## config.mk

```make
export PLATFORM = sky130hd
export DESIGN_NAME = uxr_decode
export DESIGN_NICKNAME = d
export VERILOG_FILES = /design/src/uxr_pkg.sv /design/src/uxr_decode.sv /design/src/uxr_index.sv
export SDC_FILE = /design/constraint.sdc
export NUM_CORES = 1
export LEC_CHECK = 0
export BUFFER_PORTS_ARGS = -buffer_cell sky130_fd_sc_hd__buf_2
export CAP_MARGIN = 20
export CORE_UTILIZATION = 49
export CTS_CLUSTER_DIAMETER = 60
export DETAILED_ROUTE_END_ITERATION = 12
export GPL_ROUTABILITY_DRIVEN = 0
export PLACE_DENSITY = 0.77
export REMOVE_ABC_BUFFERS = 1
export SKIP_CTS_REPAIR_TIMING = 1
export SLEW_MARGIN = 0
export SYNTH_ARGS = -nofsm -noshare
export SYNTH_HDL_FRONTEND = slang
export SYNTH_SLANG_ARGS = --single-unit
```

## constraint.sdc

```tcl
create_clock -name ref_clk -period 1.65 [get_ports ref_clk]
set_input_delay 0.165 -clock ref_clk [delete_from_list [all_inputs] [get_ports ref_clk]]
set_output_delay 0.165 -clock ref_clk [all_outputs]
set_load 0.02 [all_outputs]
```

## src/uxr_pkg.sv

```systemverilog
// uxr_pkg: shared constants and types for the extended register decode
package uxr_pkg;

  // ==========================================
  // host addresses, standard view
  localparam logic [2:0] ADR_DATA = 3'h0;
  localparam logic [2:0] ADR_IER = 3'h1;
  localparam logic [2:0] ADR_FCR = 3'h2;
  localparam logic [2:0] ADR_LCR = 3'h3;
  localparam logic [2:0] ADR_MCR = 3'h4;
  localparam logic [2:0] ADR_LSR = 3'h5;
  localparam logic [2:0] ADR_MSR = 3'h6;
  localparam logic [2:0] ADR_SPR = 3'h7;

  // ==========================================
  // control values and bit positions
  localparam logic [7:0] LCR_COMPAT = 8'hbf;
  localparam int LCR_DLAB_BIT = 7;
  localparam int ACR_ASE_BIT = 7;
  localparam int ACR_IRE_BIT = 6;
  localparam int STAT_LO_BIT = 2;
  localparam logic [7:0] ZERO8 = 8'h00;
  localparam logic [7:0] CPR_RST = 8'h20;

  // ==========================================
  // indexed offsets
  localparam logic [7:0] IDX_ACR = 8'h00;
  localparam logic [7:0] IDX_CPR = 8'h01;
  localparam logic [7:0] IDX_TCR = 8'h02;
  localparam logic [7:0] IDX_CKS = 8'h03;
  localparam logic [7:0] IDX_TTL = 8'h04;
  localparam logic [7:0] IDX_RTL = 8'h05;
  localparam logic [7:0] IDX_FCL = 8'h06;
  localparam logic [7:0] IDX_FCH = 8'h07;
  localparam logic [7:0] IDX_ID1 = 8'h08;
  localparam logic [7:0] IDX_ID2 = 8'h09;
  localparam int IDX_NREG = 8;
  localparam logic [IDX_NREG-1:0][7:0] IDX_RST_VAL =
    {ZERO8, ZERO8, ZERO8, ZERO8, ZERO8, ZERO8, CPR_RST, ZERO8};

  // ==========================================
  // carriers
  typedef struct packed {
    logic rd;
    logic wr;
    logic [2:0] addr;
    logic [7:0] wdata;
  } uxr_bus_t;

  typedef struct packed {
    logic [7:0] line_control;
    logic [7:0] enhanced_features;
    logic [7:0] resume_char_1;
    logic [7:0] resume_char_2;
    logic [7:0] pause_char_1;
    logic [7:0] pause_char_2;
    logic [1:0] tx_disable;
    logic [IDX_NREG-1:0][7:0] idx;
  } uxr_cfg_t;

  typedef struct packed {
    logic [7:0] line_control;
    logic [7:0] scratch_pad;
    logic [7:0] enhanced_features;
    logic [7:0] resume_char_1;
    logic [7:0] resume_char_2;
    logic [7:0] pause_char_1;
    logic [7:0] pause_char_2;
    logic [1:0] tx_disable;
    uxr_bus_t std;
    logic p_rd;
    logic p_std;
    logic [7:0] p_data;
    logic rd_valid;
    logic [7:0] rd_data;
  } uxr_st_t;

  typedef struct packed {
    logic [IDX_NREG-1:0][7:0] regs;
  } uxr_idx_st_t;

endpackage : uxr_pkg

```

## src/uxr_decode.sv

```systemverilog
// uxr_decode: extended register decode and access gating
`timescale 1ns/10ps
`default_nettype none
//
// Contract
// - compat value in line control opens features and flow chars
// - tx fill level and window decode only when line control is not compat, rx fill level in any
// - additional status mapped only while divisor latch bit clear
// - interrupt enable reachable only while additional status enable clear or divisor latch bit set
// - status, fill levels need additional status enable set
// - line/modem control read back only when enable clear, else fill levels
// - line status read only while indexed-read enable clear
// - window read returns indexed data only while indexed-read enable set
// - host writes to additional status touch only bits 0 and 1
// - window at address 101 forwards to selected indexed register
// - address 011 reads receive fifo character count
// - address 100 reads transmit fifo character count
// - resets load prescale 0x20 and clear other writable registers
module uxr_decode #(
  // arbitrary identification values
  parameter logic [7:0] ID1_VAL = 8'h5a,
  parameter logic [7:0] ID2_VAL = 8'h3c
) (
  // clock and reset
  input wire logic ref_clk,
  input wire logic rstn,
  input wire logic soft_rst,
  // host register port
  input wire uxr_pkg::uxr_bus_t host,
  output logic rd_valid,
  output logic [7:0] rd_data,
  // standard bank
  output uxr_pkg::uxr_bus_t std_req,
  input wire logic [7:0] std_rdata,
  // uart state
  input wire logic [7:0] rx_fill_level,
  input wire logic [7:0] tx_fill_level,
  input wire logic [7:0] status_in,
  // configuration
  output uxr_pkg::uxr_cfg_t cfg
);

  // ==========================================
  // state
  uxr_pkg::uxr_st_t st;
  uxr_pkg::uxr_st_t next_st;
  logic compat;
  logic dlab;
  logic ase;
  logic ire;
  logic asr_map;
  logic idx_wr;
  logic [7:0] idx_rdata;
  logic [uxr_pkg::IDX_NREG-1:0][7:0] idx_regs;

  // ==========================================
  // indexed set
  uxr_index #(
    .ID1_VAL(ID1_VAL),
    .ID2_VAL(ID2_VAL)
  ) u_index (
    .ref_clk(ref_clk),
    .rstn(rstn),
    .soft_rst(soft_rst),
    .wr(idx_wr),
    .offset(st.scratch_pad),
    .wdata(host.wdata),
    .rdata(idx_rdata),
    .regs(idx_regs)
  );

  // ==========================================
  // mode decode
  assign compat = st.line_control == uxr_pkg::LCR_COMPAT;
  assign dlab = st.line_control[uxr_pkg::LCR_DLAB_BIT];
  assign ase = idx_regs[0][uxr_pkg::ACR_ASE_BIT];
  assign ire = idx_regs[0][uxr_pkg::ACR_IRE_BIT];
  // compat value has bit 7 set, so dlab already excludes it
  assign asr_map = !dlab && ase;

  // ==========================================
  // next state
  always_comb begin
    next_st = st;
    idx_wr = 1'b0;
    next_st.std = '0;
    next_st.p_rd = 1'b0;
    next_st.p_std = 1'b0;
    next_st.p_data = uxr_pkg::ZERO8;
    next_st.rd_valid = st.p_rd;
    // read data stands until the next answer replaces it
    if (st.p_rd) begin
      next_st.rd_data = st.p_std ? std_rdata : st.p_data;
    end
    // write side
    if (host.wr) begin
      case (host.addr)
        uxr_pkg::ADR_IER: begin
          if (asr_map) begin
            next_st.tx_disable = host.wdata[1:0];
          end else begin
            next_st.std.wr = 1'b1;
          end
        end
        uxr_pkg::ADR_FCR: begin
          if (compat) begin
            next_st.enhanced_features = host.wdata;
          end else begin
            next_st.std.wr = 1'b1;
          end
        end
        uxr_pkg::ADR_LCR: begin
          next_st.line_control = host.wdata;
        end
        uxr_pkg::ADR_MCR: begin
          if (compat) begin
            next_st.resume_char_1 = host.wdata;
          end else begin
            next_st.std.wr = 1'b1;
          end
        end
        uxr_pkg::ADR_LSR: begin
          if (compat) begin
            next_st.resume_char_2 = host.wdata;
          end else begin
            idx_wr = 1'b1;
          end
        end
        uxr_pkg::ADR_MSR: begin
          if (compat) begin
            next_st.pause_char_1 = host.wdata;
          end else begin
            next_st.std.wr = 1'b1;
          end
        end
        uxr_pkg::ADR_SPR: begin
          if (compat) begin
            next_st.pause_char_2 = host.wdata;
          end else begin
            next_st.scratch_pad = host.wdata;
          end
        end
        default: begin
          next_st.std.wr = 1'b1;
        end
      endcase
    end
    // read side: sample the source now, present it one edge later
    if (host.rd) begin
      next_st.p_rd = 1'b1;
      case (host.addr)
        uxr_pkg::ADR_IER: begin
          if (asr_map) begin
            next_st.p_data = {status_in[7:uxr_pkg::STAT_LO_BIT],
                              st.tx_disable};
          end else begin
            next_st.p_std = 1'b1;
          end
        end
        uxr_pkg::ADR_FCR: begin
          if (compat) begin
            next_st.p_data = st.enhanced_features;
          end else begin
            next_st.p_std = 1'b1;
          end
        end
        uxr_pkg::ADR_LCR: begin
          if (ase) begin
            next_st.p_data = rx_fill_level;
          end else begin
            next_st.p_data = st.line_control;
          end
        end
        uxr_pkg::ADR_MCR: begin
          if (compat) begin
            next_st.p_data = st.resume_char_1;
          end else if (ase) begin
            next_st.p_data = tx_fill_level;
          end else begin
            next_st.p_std = 1'b1;
          end
        end
        uxr_pkg::ADR_LSR: begin
          if (compat) begin
            next_st.p_data = st.resume_char_2;
          end else if (ire) begin
            next_st.p_data = idx_rdata;
          end else begin
            next_st.p_std = 1'b1;
          end
        end
        uxr_pkg::ADR_MSR: begin
          if (compat) begin
            next_st.p_data = st.pause_char_1;
          end else begin
            next_st.p_std = 1'b1;
          end
        end
        uxr_pkg::ADR_SPR: begin
          if (compat) begin
            next_st.p_data = st.pause_char_2;
          end else begin
            next_st.p_data = st.scratch_pad;
          end
        end
        default: begin
          next_st.p_std = 1'b1;
        end
      endcase
      next_st.std.rd = next_st.p_std;
    end
    if (next_st.std.rd || next_st.std.wr) begin
      next_st.std.addr = host.addr;
      next_st.std.wdata = host.wdata;
    end
  end

  // soft reset acts exactly like the pin reset here
  always_ff @(posedge ref_clk) begin
    if (!rstn || soft_rst) begin
      st <= '0;
    end else begin
      st <= next_st;
    end
  end

  // ==========================================
  // outputs
  assign rd_valid = st.rd_valid;
  assign rd_data = st.rd_data;
  assign std_req = st.std;
  assign cfg = '{line_control: st.line_control, enhanced_features: st.enhanced_features,
                 resume_char_1: st.resume_char_1, resume_char_2: st.resume_char_2, pause_char_1: st.pause_char_1,
                 pause_char_2: st.pause_char_2, tx_disable: st.tx_disable,
                 idx: idx_regs};

  // ==========================================
  // checks
  property p_efr_wr;
    @(posedge ref_clk) disable iff (!rstn || soft_rst)
      host.wr && host.addr == uxr_pkg::ADR_FCR && compat
      |=> st.enhanced_features == $past(host.wdata) && !std_req.wr;
  endproperty
  a_efr_wr: assert property (p_efr_wr) else $error("features write lost");

  property p_no_win_compat;
    @(posedge ref_clk) disable iff (!rstn)
      compat |-> !idx_wr;
  endproperty
  a_no_win_compat: assert property (p_no_win_compat) else $error("window open in compat");

  property p_asr_dlab;
    @(posedge ref_clk) disable iff (!rstn || soft_rst)
      host.wr && host.addr == uxr_pkg::ADR_IER && dlab
      |=> $stable(st.tx_disable) && std_req.wr;
  endproperty
  a_asr_dlab: assert property (p_asr_dlab) else $error("status hit with dlab");

  property p_ier_fwd;
    @(posedge ref_clk) disable iff (!rstn || soft_rst)
      host.rd && host.addr == uxr_pkg::ADR_IER && !ase
      |=> std_req.rd && std_req.addr == uxr_pkg::ADR_IER ##1 rd_data == $past(std_rdata);
  endproperty
  a_ier_fwd: assert property (p_ier_fwd) else $error("ier not forwarded");

  property p_rfl;
    @(posedge ref_clk) disable iff (!rstn || soft_rst)
      host.rd && host.addr == uxr_pkg::ADR_LCR && ase
      |-> ##2 rd_valid && rd_data == $past(rx_fill_level, 2);
  endproperty
  a_rfl: assert property (p_rfl) else $error("rx fill wrong");

  property p_lcr_rd;
    @(posedge ref_clk) disable iff (!rstn || soft_rst)
      host.rd && !host.wr && host.addr == uxr_pkg::ADR_LCR && !ase
      |-> ##2 rd_valid && rd_data == $past(st.line_control, 2);
  endproperty
  a_lcr_rd: assert property (p_lcr_rd) else $error("lcr read wrong");

  property p_tfl;
    @(posedge ref_clk) disable iff (!rstn || soft_rst)
      host.rd && host.addr == uxr_pkg::ADR_MCR && ase && !compat
      |-> ##2 rd_data == $past(tx_fill_level, 2);
  endproperty
  a_tfl: assert property (p_tfl) else $error("tx fill wrong");

  property p_lsr_fwd;
    @(posedge ref_clk) disable iff (!rstn || soft_rst)
      host.rd && host.addr == uxr_pkg::ADR_LSR && !ire && !compat
      |=> std_req.rd;
  endproperty
  a_lsr_fwd: assert property (p_lsr_fwd) else $error("lsr not forwarded");

  property p_win_rd;
    @(posedge ref_clk) disable iff (!rstn || soft_rst)
      host.rd && host.addr == uxr_pkg::ADR_LSR && ire && !compat
      |-> ##2 rd_data == $past(idx_rdata, 2) && !$past(std_req.rd);
  endproperty
  a_win_rd: assert property (p_win_rd) else $error("window read wrong");

  property p_asr_mask;
    @(posedge ref_clk) disable iff (!rstn || soft_rst)
      host.wr && host.addr == uxr_pkg::ADR_IER && asr_map
      |=> st.tx_disable == $past(host.wdata[1:0]) && !std_req.wr;
  endproperty
  a_asr_mask: assert property (p_asr_mask) else $error("status write mask");

  property p_win_wr;
    @(posedge ref_clk) disable iff (!rstn || soft_rst)
      host.wr && host.addr == uxr_pkg::ADR_LSR && !compat
      && st.scratch_pad == uxr_pkg::IDX_TTL
      |=> idx_regs[4] == $past(host.wdata);
  endproperty
  a_win_wr: assert property (p_win_wr) else $error("window write lost");

  c_compat: cover property (@(posedge ref_clk) compat && host.wr);
  c_win_rd: cover property (@(posedge ref_clk) host.rd && ire && !compat);
  c_fill: cover property (@(posedge ref_clk) host.rd && ase && host.addr == uxr_pkg::ADR_MCR);

endmodule : uxr_decode
`default_nettype wire

```

## src/uxr_index.sv

```systemverilog
// uxr_index: indexed control register set behind the window
`timescale 1ns/10ps
`default_nettype none
module uxr_index #(
  // arbitrary identification values
  parameter logic [7:0] ID1_VAL = 8'h5a,
  parameter logic [7:0] ID2_VAL = 8'h3c
) (
  // clock and reset
  input wire logic ref_clk,
  input wire logic rstn,
  input wire logic soft_rst,
  // window access
  input wire logic wr,
  input wire logic [7:0] offset,
  input wire logic [7:0] wdata,
  output logic [7:0] rdata,
  // register contents
  output logic [uxr_pkg::IDX_NREG-1:0][7:0] regs
);

  // ==========================================
  // state
  uxr_pkg::uxr_idx_st_t st;
  uxr_pkg::uxr_idx_st_t next_st;
  logic [uxr_pkg::IDX_NREG-1:0] wen;

  genvar gi;
  generate
    for (gi = 0; gi < uxr_pkg::IDX_NREG; gi++) begin : g_wen
      assign wen[gi] = wr && (offset == 8'(gi));
    end
  endgenerate

  always_comb begin
    next_st = st;
    for (int i = 0; i < uxr_pkg::IDX_NREG; i++) begin
      if (wen[i]) begin
        next_st.regs[i] = wdata;
      end
    end
  end

  // both resets restore the table, prescale included
  always_ff @(posedge ref_clk) begin
    if (!rstn || soft_rst) begin
      st <= '{regs: uxr_pkg::IDX_RST_VAL};
    end else begin
      st <= next_st;
    end
  end

  // ==========================================
  // read side; ids are constants, writes to them fall through
  always_comb begin
    if (offset < 8'(uxr_pkg::IDX_NREG)) begin
      rdata = st.regs[offset[2:0]];
    end else if (offset == uxr_pkg::IDX_ID1) begin
      rdata = ID1_VAL;
    end else if (offset == uxr_pkg::IDX_ID2) begin
      rdata = ID2_VAL;
    end else begin
      rdata = uxr_pkg::ZERO8;
    end
  end

  assign regs = st.regs;

  property p_cpr_reset;
    @(posedge ref_clk) !rstn |=> regs[1] == uxr_pkg::CPR_RST;
  endproperty
  a_cpr_reset: assert property (p_cpr_reset) else $error("prescale not reset");

  property p_id_const;
    @(posedge ref_clk) disable iff (!rstn)
      offset == uxr_pkg::IDX_ID1 |-> rdata == ID1_VAL;
  endproperty
  a_id_const: assert property (p_id_const) else $error("id byte wrong");

endmodule : uxr_index
`default_nettype wire

```

* Word level (Yosys, flattened, before mapping) *
Cells that the tools add are included.
Widths: inputs -> output; s select.

word-level totals
  flip-flop bits (word level) = 154
  input port bits = 48
  word-level logic and storage cells = 104

cells by class
  $lt $le $gt $ge = 2
  equal/unequal tests = 17
  mux-type cells = 29
  bitwise gates (word level) = 3
  reduce and logical (&&, ||, !) cells = 28

operator list
  kind                count
  $mux 8              13
  $pmux 8 s7          1
  $eq 8x3->1 const B  4
  $bmux 8 s3          1
  $reduce_and 3->1    7
  $eq 8x2->1 const B  2
  $eq 8x4->1 const B  2
  $eq 3x3->1 const B  4
  $mux 1              10
  $mux 10             1
  $logic_and 1x1->1   9
  $eq 8x1->1 const B  1
  $eq 8x8->1 const B  1
  $logic_not 8->1     1
  $lt 8x4->1 const B  1
  $reduce_or 2->1     4
  $eq 3x2->1 const B  2
  $mux 6              1
  $reduce_or 3->1     2
  $pmux 1 s5          1
  $lt 3x4->1 const B  1
  $eq 3x1->1 const B  1
  $not 1->1           3
  $pmux 1 s3          1
  other kinds (3)     5

* Depth between registers and ports, before layout *
  depth in word-level cells = 8
  mapped depth = 9

* Cells and area by module *
From an unflattened synthesis, not the netlist that was laid out.

unflattened totals
  cells, all modules = 832
  area, all modules = 7673.6 um^2

modules (own cells, without submodules)
  module      instances  cells an instance  area an instance (um^2)
  uxr_decode  1          538                4638.2
  uxr_index   1          294                3035.4

* Worst setup path before layout *
Ideal clock, no wire load.

  path type = register -> register
  start point = register u_index.st (netlist bit u_index.regs[7])
  end point = register st[14] in the netlist's numbering
  arrival = 1814 ps
  setup slack = -304 ps
  cell stages (with the launch flop) = 6
  path buffers = 1
  clock period less this slack = 1954 ps
  cell sequence = dfxtp_1 buf_1 mux2_2 a221o_1 a211oi_1 o22ai_1

on the way
  cells in the longest elaborated chain, start to end = 3
  elaborated cells between the ends (all ways) = 6
  classes of those cells = mux (5); reduce/logical (1)

ends and longest elaborated chain
  element                                      RTL line                              RTL
  start, declared                              uxr_index.sv:24                       uxr_pkg::uxr_idx_st_t st;
  start signal, assigned                       uxr_index.sv:47                       st <= '{regs: uxr_pkg::IDX_RST_VAL};
  start signal, assigned                       uxr_index.sv:49                       st <= next_st;
  $mux 8 or $logic_and 1x1->1 (tied branches)  uxr_decode.sv:177, uxr_decode.sv:79
  $mux 8, on equally long branches             uxr_decode.sv:175, uxr_decode.sv:153
  $pmux 8 s7 (*)                               uxr_decode.sv:151                     case (host.addr)
  end signal, assigned                         uxr_decode.sv:223                     st <= next_st;
  end, declared                                uxr_decode.sv:45                      uxr_pkg::uxr_st_t st;

Every way passes the cells marked *; elsewhere a longest branch is shown, timed or not.
A chain may end at the register's enable or synchronous reset.

* Worst setup path after layout *
  start point = register st[74] in the netlist's numbering
  end point = register st[12] in the netlist's numbering

on the way
  cells in the longest elaborated chain, start to end = 7
  elaborated cells between the ends (all ways) = 11
  classes of those cells = order compare (1); eq/ne (2); mux (8)

ends and longest elaborated chain
  element                                             RTL line           RTL
  branches (longest 3 deep; another with $lt 8x4->1)  -
  $mux 8 (*)                                          uxr_index.sv:56    if (offset < 8'(uxr_pkg::IDX_NREG)) begin
  $mux 8 (*)                                          uxr_decode.sv:186  end else if (ire) begin
  $mux 8 (*)                                          uxr_decode.sv:184  if (compat) begin
  $pmux 8 s7 (*)                                      uxr_decode.sv:151

Mark *: on every way between the ends. The select of a mux whose other input is x is not followed.

==> metrics.md <==
| Metric | Value |
|---|---|
| Outcome | `finished with violations` |
| Failing checks | `setup timing` |
| Fin Clk Skew | `between 0.009 and 0.01 ns` |
| Vias in the first global route | `between 6000 and 7000` |
| Clk_lat worst skew | `between 0.4 and 0.5 ns` |
| Final core utilization | `0.6563` |
| Area share of the leading cell type in the synthesized netlist | `0.4051` |
| First-pass GRT wire length | `34860 µm` |
| Via count | `~6900` |
| Largest net degree at the start of global routing | `72` |
| Routed wire length | `between 20000 and 25000 µm` |
| H-Tree Depth | `4` |
| Power per cell area | `between 800 and 900 nW/µm²` |
| Dpl cells | `around 1100` |
| Tot GR Track Use | `0.2869` |
| RSZ-0062 raised after global routing | `true` |
| Fmax achieved | `~550 MHz` |
| Main area contributors after synthesis | `dfxtp_1, mux2i_1, buf_4` |
| Max cap viols | `0` |
| CP arrival | `between 2 and 2.5 ns` |
| Drt wl/cell | `19.93 µm` |
| Min-Delay Startpoint | `std_rdata[3]` |
| Setup CP Type | `flip-flop to flip-flop` |
| Die area | `around 16000 µm²` |
| Startpoint Class | `flip-flop` |
| Clk sinks | `between 150 and 200` |
| Design area | `approximately 10000 µm²` |
| Core Area | `~15000 µm²` |
| Place WS | `-0.2303 ns` |
| Die width | `between 100 and 150 µm` |
| Fin. Hold Viols | `0` |
| Post-DP HPWL | `16140 µm` |
| Worst-margin pin slew | `~0.6 ns` |
| Setup ws final | `-0.1829 ns` |
| HP Class | `input port to flip-flop` |
| Register area share after synthesis | `0.4051` |
| Finish-stage setup viols | `slightly above 70` |
| Gr busiest metal | `met2` |
| Post-synth EDFFs | `0` |
| First DRT Iteration DRCs | `592` |
| Netlist cell types | `between 60 and 70` |
| Met1 usage | `0.3770` |
| Clock root buffer master | `clkbuf_16` |
| PortBufs | `~180` |
| Worst Hold Depth | `3` |
| Cell row count | `45` |
| Crit. End Element | `flip-flop` |
| Post-route ant nets | `0` |
| Post-synthesis cell count | `around 810` |
| Final Max Slew Viols | `0` |
| R2R Path End | `st[12]` |
| Diode count | `0` |
| Nets | `1031` |
| Peak VDD IR | `between 0.0007 and 0.0008 V` |
| CTS Buf Count | `17` |
| Met2 GRT Util | `0.4589` |
| Placed Instance Area | `about 9000 µm²` |
| Syn Area/Cell | `9.430 µm²` |
| Post-Syn Area | `around 7600 µm²` |
| Drt pass-1 iters | `5` |
| Synth Warn # | `0` |
| DR DRC count | `0` |
| Clock buffer depth | `2` |
| Worst EP required | `roughly 2.0 ns` |
| Ports | `roughly 180` |
| Synth area leader | `dfxtp_1` |
| M3 GR Usage | `0.06242` |
| Slew margin rel. | `0.6095` |
| Starting Density | `0.5006` |
| Reg clk slew, reported paths | `0.06 ns` |
| CP startpoint | `st[74]` |
| Post-Layout Cell Count | `approximately 1200` |
| Synth top cells by count | `dfxtp_1, mux2i_1, nor2_1, buf_4, nand2_1` |
| Async S/R FF share, synth | `0` |
| Final period util | `1.111` |
| Ratio of cells with drive above 1 in the final layout | `0.4327` |
| Top-count cell post-synth | `dfxtp_1` |
| Tmin final | `around 1.8 ns` |
| #FFs+latches synth | `~150` |
| Leak | `4.521 nW` |
| FF-to-FF Start | `st[74]` |
| CTS tree | `done` |
| Die span in y | `126.6 µm` |
| Layout area overhead | `31.11%` |
| Vias per cell | `5.798` |
| Initial antenna violation count | `0` |
| R2r setup slk | `-0.18 ns` |
| GRT Residual Overflow | `0` |
| Ys flop type | `dfxtp_1` |
| Worst Reg-to-Reg Cells | `5` |
| Critical path peak fanout | `8` |
| Hold endpoint | `rd_data[3]` |
==> sequential cells by signal (all words and copies together) (netlist names) <==
name	cells
st	17
std_req	13
next_st	1
rd_valid	1
rd_data	8
u_index.regs	64
cfg	50
==> how the worst max path moves through the flow <==
stage                             to  slack [ns]  cells after the start
floorplan                 std_req[0]       -2.07                      3
detailed placement          cfg[100]       -0.23                      7
global placement              st[13]       -0.20                      5
finish                        st[12]       -0.18                      5
CTS                          cfg[95]       -0.26                      7
global route        u_index.regs[34]       -0.25                      7
==> where the power goes <==
group          total [W]  internal (W)  switching, W
clock network    0.00417       0.00261       0.00155
registers        0.00375       0.00374     0.0000190
logic           0.000558      0.000215      0.000343
==> cell families (layout without fill, tap and decap cells) <==
group	count (synthesis)	in the layout	share of synthesized area
and+or+nand+nor	259	259	0.1723
muxes	128	128	0.1980
buffers and inverters	144	333	0.1176
DFF	154	154	0.4051
AOI/OAI and AO/OA	122	122	0.1070
==> final cells by class <==
class / instances / area [µm²]
fill: 1158 / 5225
multi-input combinational: 509 / 3935
sequential: 154 / 3109
timing repair buffer: 296 / 2051
clock buffer: 21 / 460.4
tap: 188 / 235.2
clock inverter: 11 / 167.7
inverter: 5 / 18.77
==> critical path, stage by stage, from the launching register on <==
cell and delay (ns):
dfxtp_2 0.35, buf_12 0.14, mux4_2 0.51, mux2i_1 0.36, a21oi_1 0.15, o21a_1 0.20
==> layer usage <==
layer | share of wire | vias up
li1 | - | 3143
met1 | 0.41 | 3291
met2 | 0.47 | 386
met5 | 0 | -
met4 | 0.024 | 0
met3 | 0.090 | 45
==> cell usage in the layout (no fill, tap or decap), types with 3 or more instances in the layout <==
master | netlist | final
mux2i_2 | 0 | 7
nor3_1 | 5 | 3
a22oi_1 | 6 | 3
o21ai_1 | 9 | 22
o21ai_0 | 31 | 13
a221o_1 | 4 | 4
mux2i_1 | 101 | 94
dfxtp_4 | 0 | 4
inv_1 | 5 | 5
and3_1 | 9 | 7
nand4_1 | 4 | 4
o21ai_2 | 2 | 7
nand3_4 | 0 | 6
buf_12 | 0 | 16
and2_1 | 3 | 3
dfxtp_2 | 0 | 9
buf_2 | 25 | 181
nand3_2 | 7 | 15
clkbuf_16 | 0 | 18
nor2b_1 | 5 | 3
buf_4 | 78 | 82
a21boi_0 | 12 | 12
a21oi_1 | 21 | 20
o211ai_1 | 3 | 3
nand3_1 | 42 | 28
nor2_1 | 93 | 92
a22oi_2 | 0 | 3
bufinv_16 | 0 | 4
a211oi_1 | 11 | 11
dfxtp_1 | 154 | 141
nand2_1 | 64 | 63
clkinv_2 | 0 | 3
mux2_2 | 10 | 8
mux4_2 | 17 | 17
buf_6 | 4 | 15
==> per-stage QoR <==
step	setup TNS (ns)	power [W]	hold slack, ns
after floorplan	-145.36	0.004024	0.2860
after global placement	-10.67	0.004347	0.4587
after detailed placement	-16.42	0.004352	0.4620
after CTS	-18.26	0.008469	0.07059
after global routing	-13.07	0.008715	0.08465
final	-7.958	0.008478	0.08520
Power figures use the tool's default switching activity.
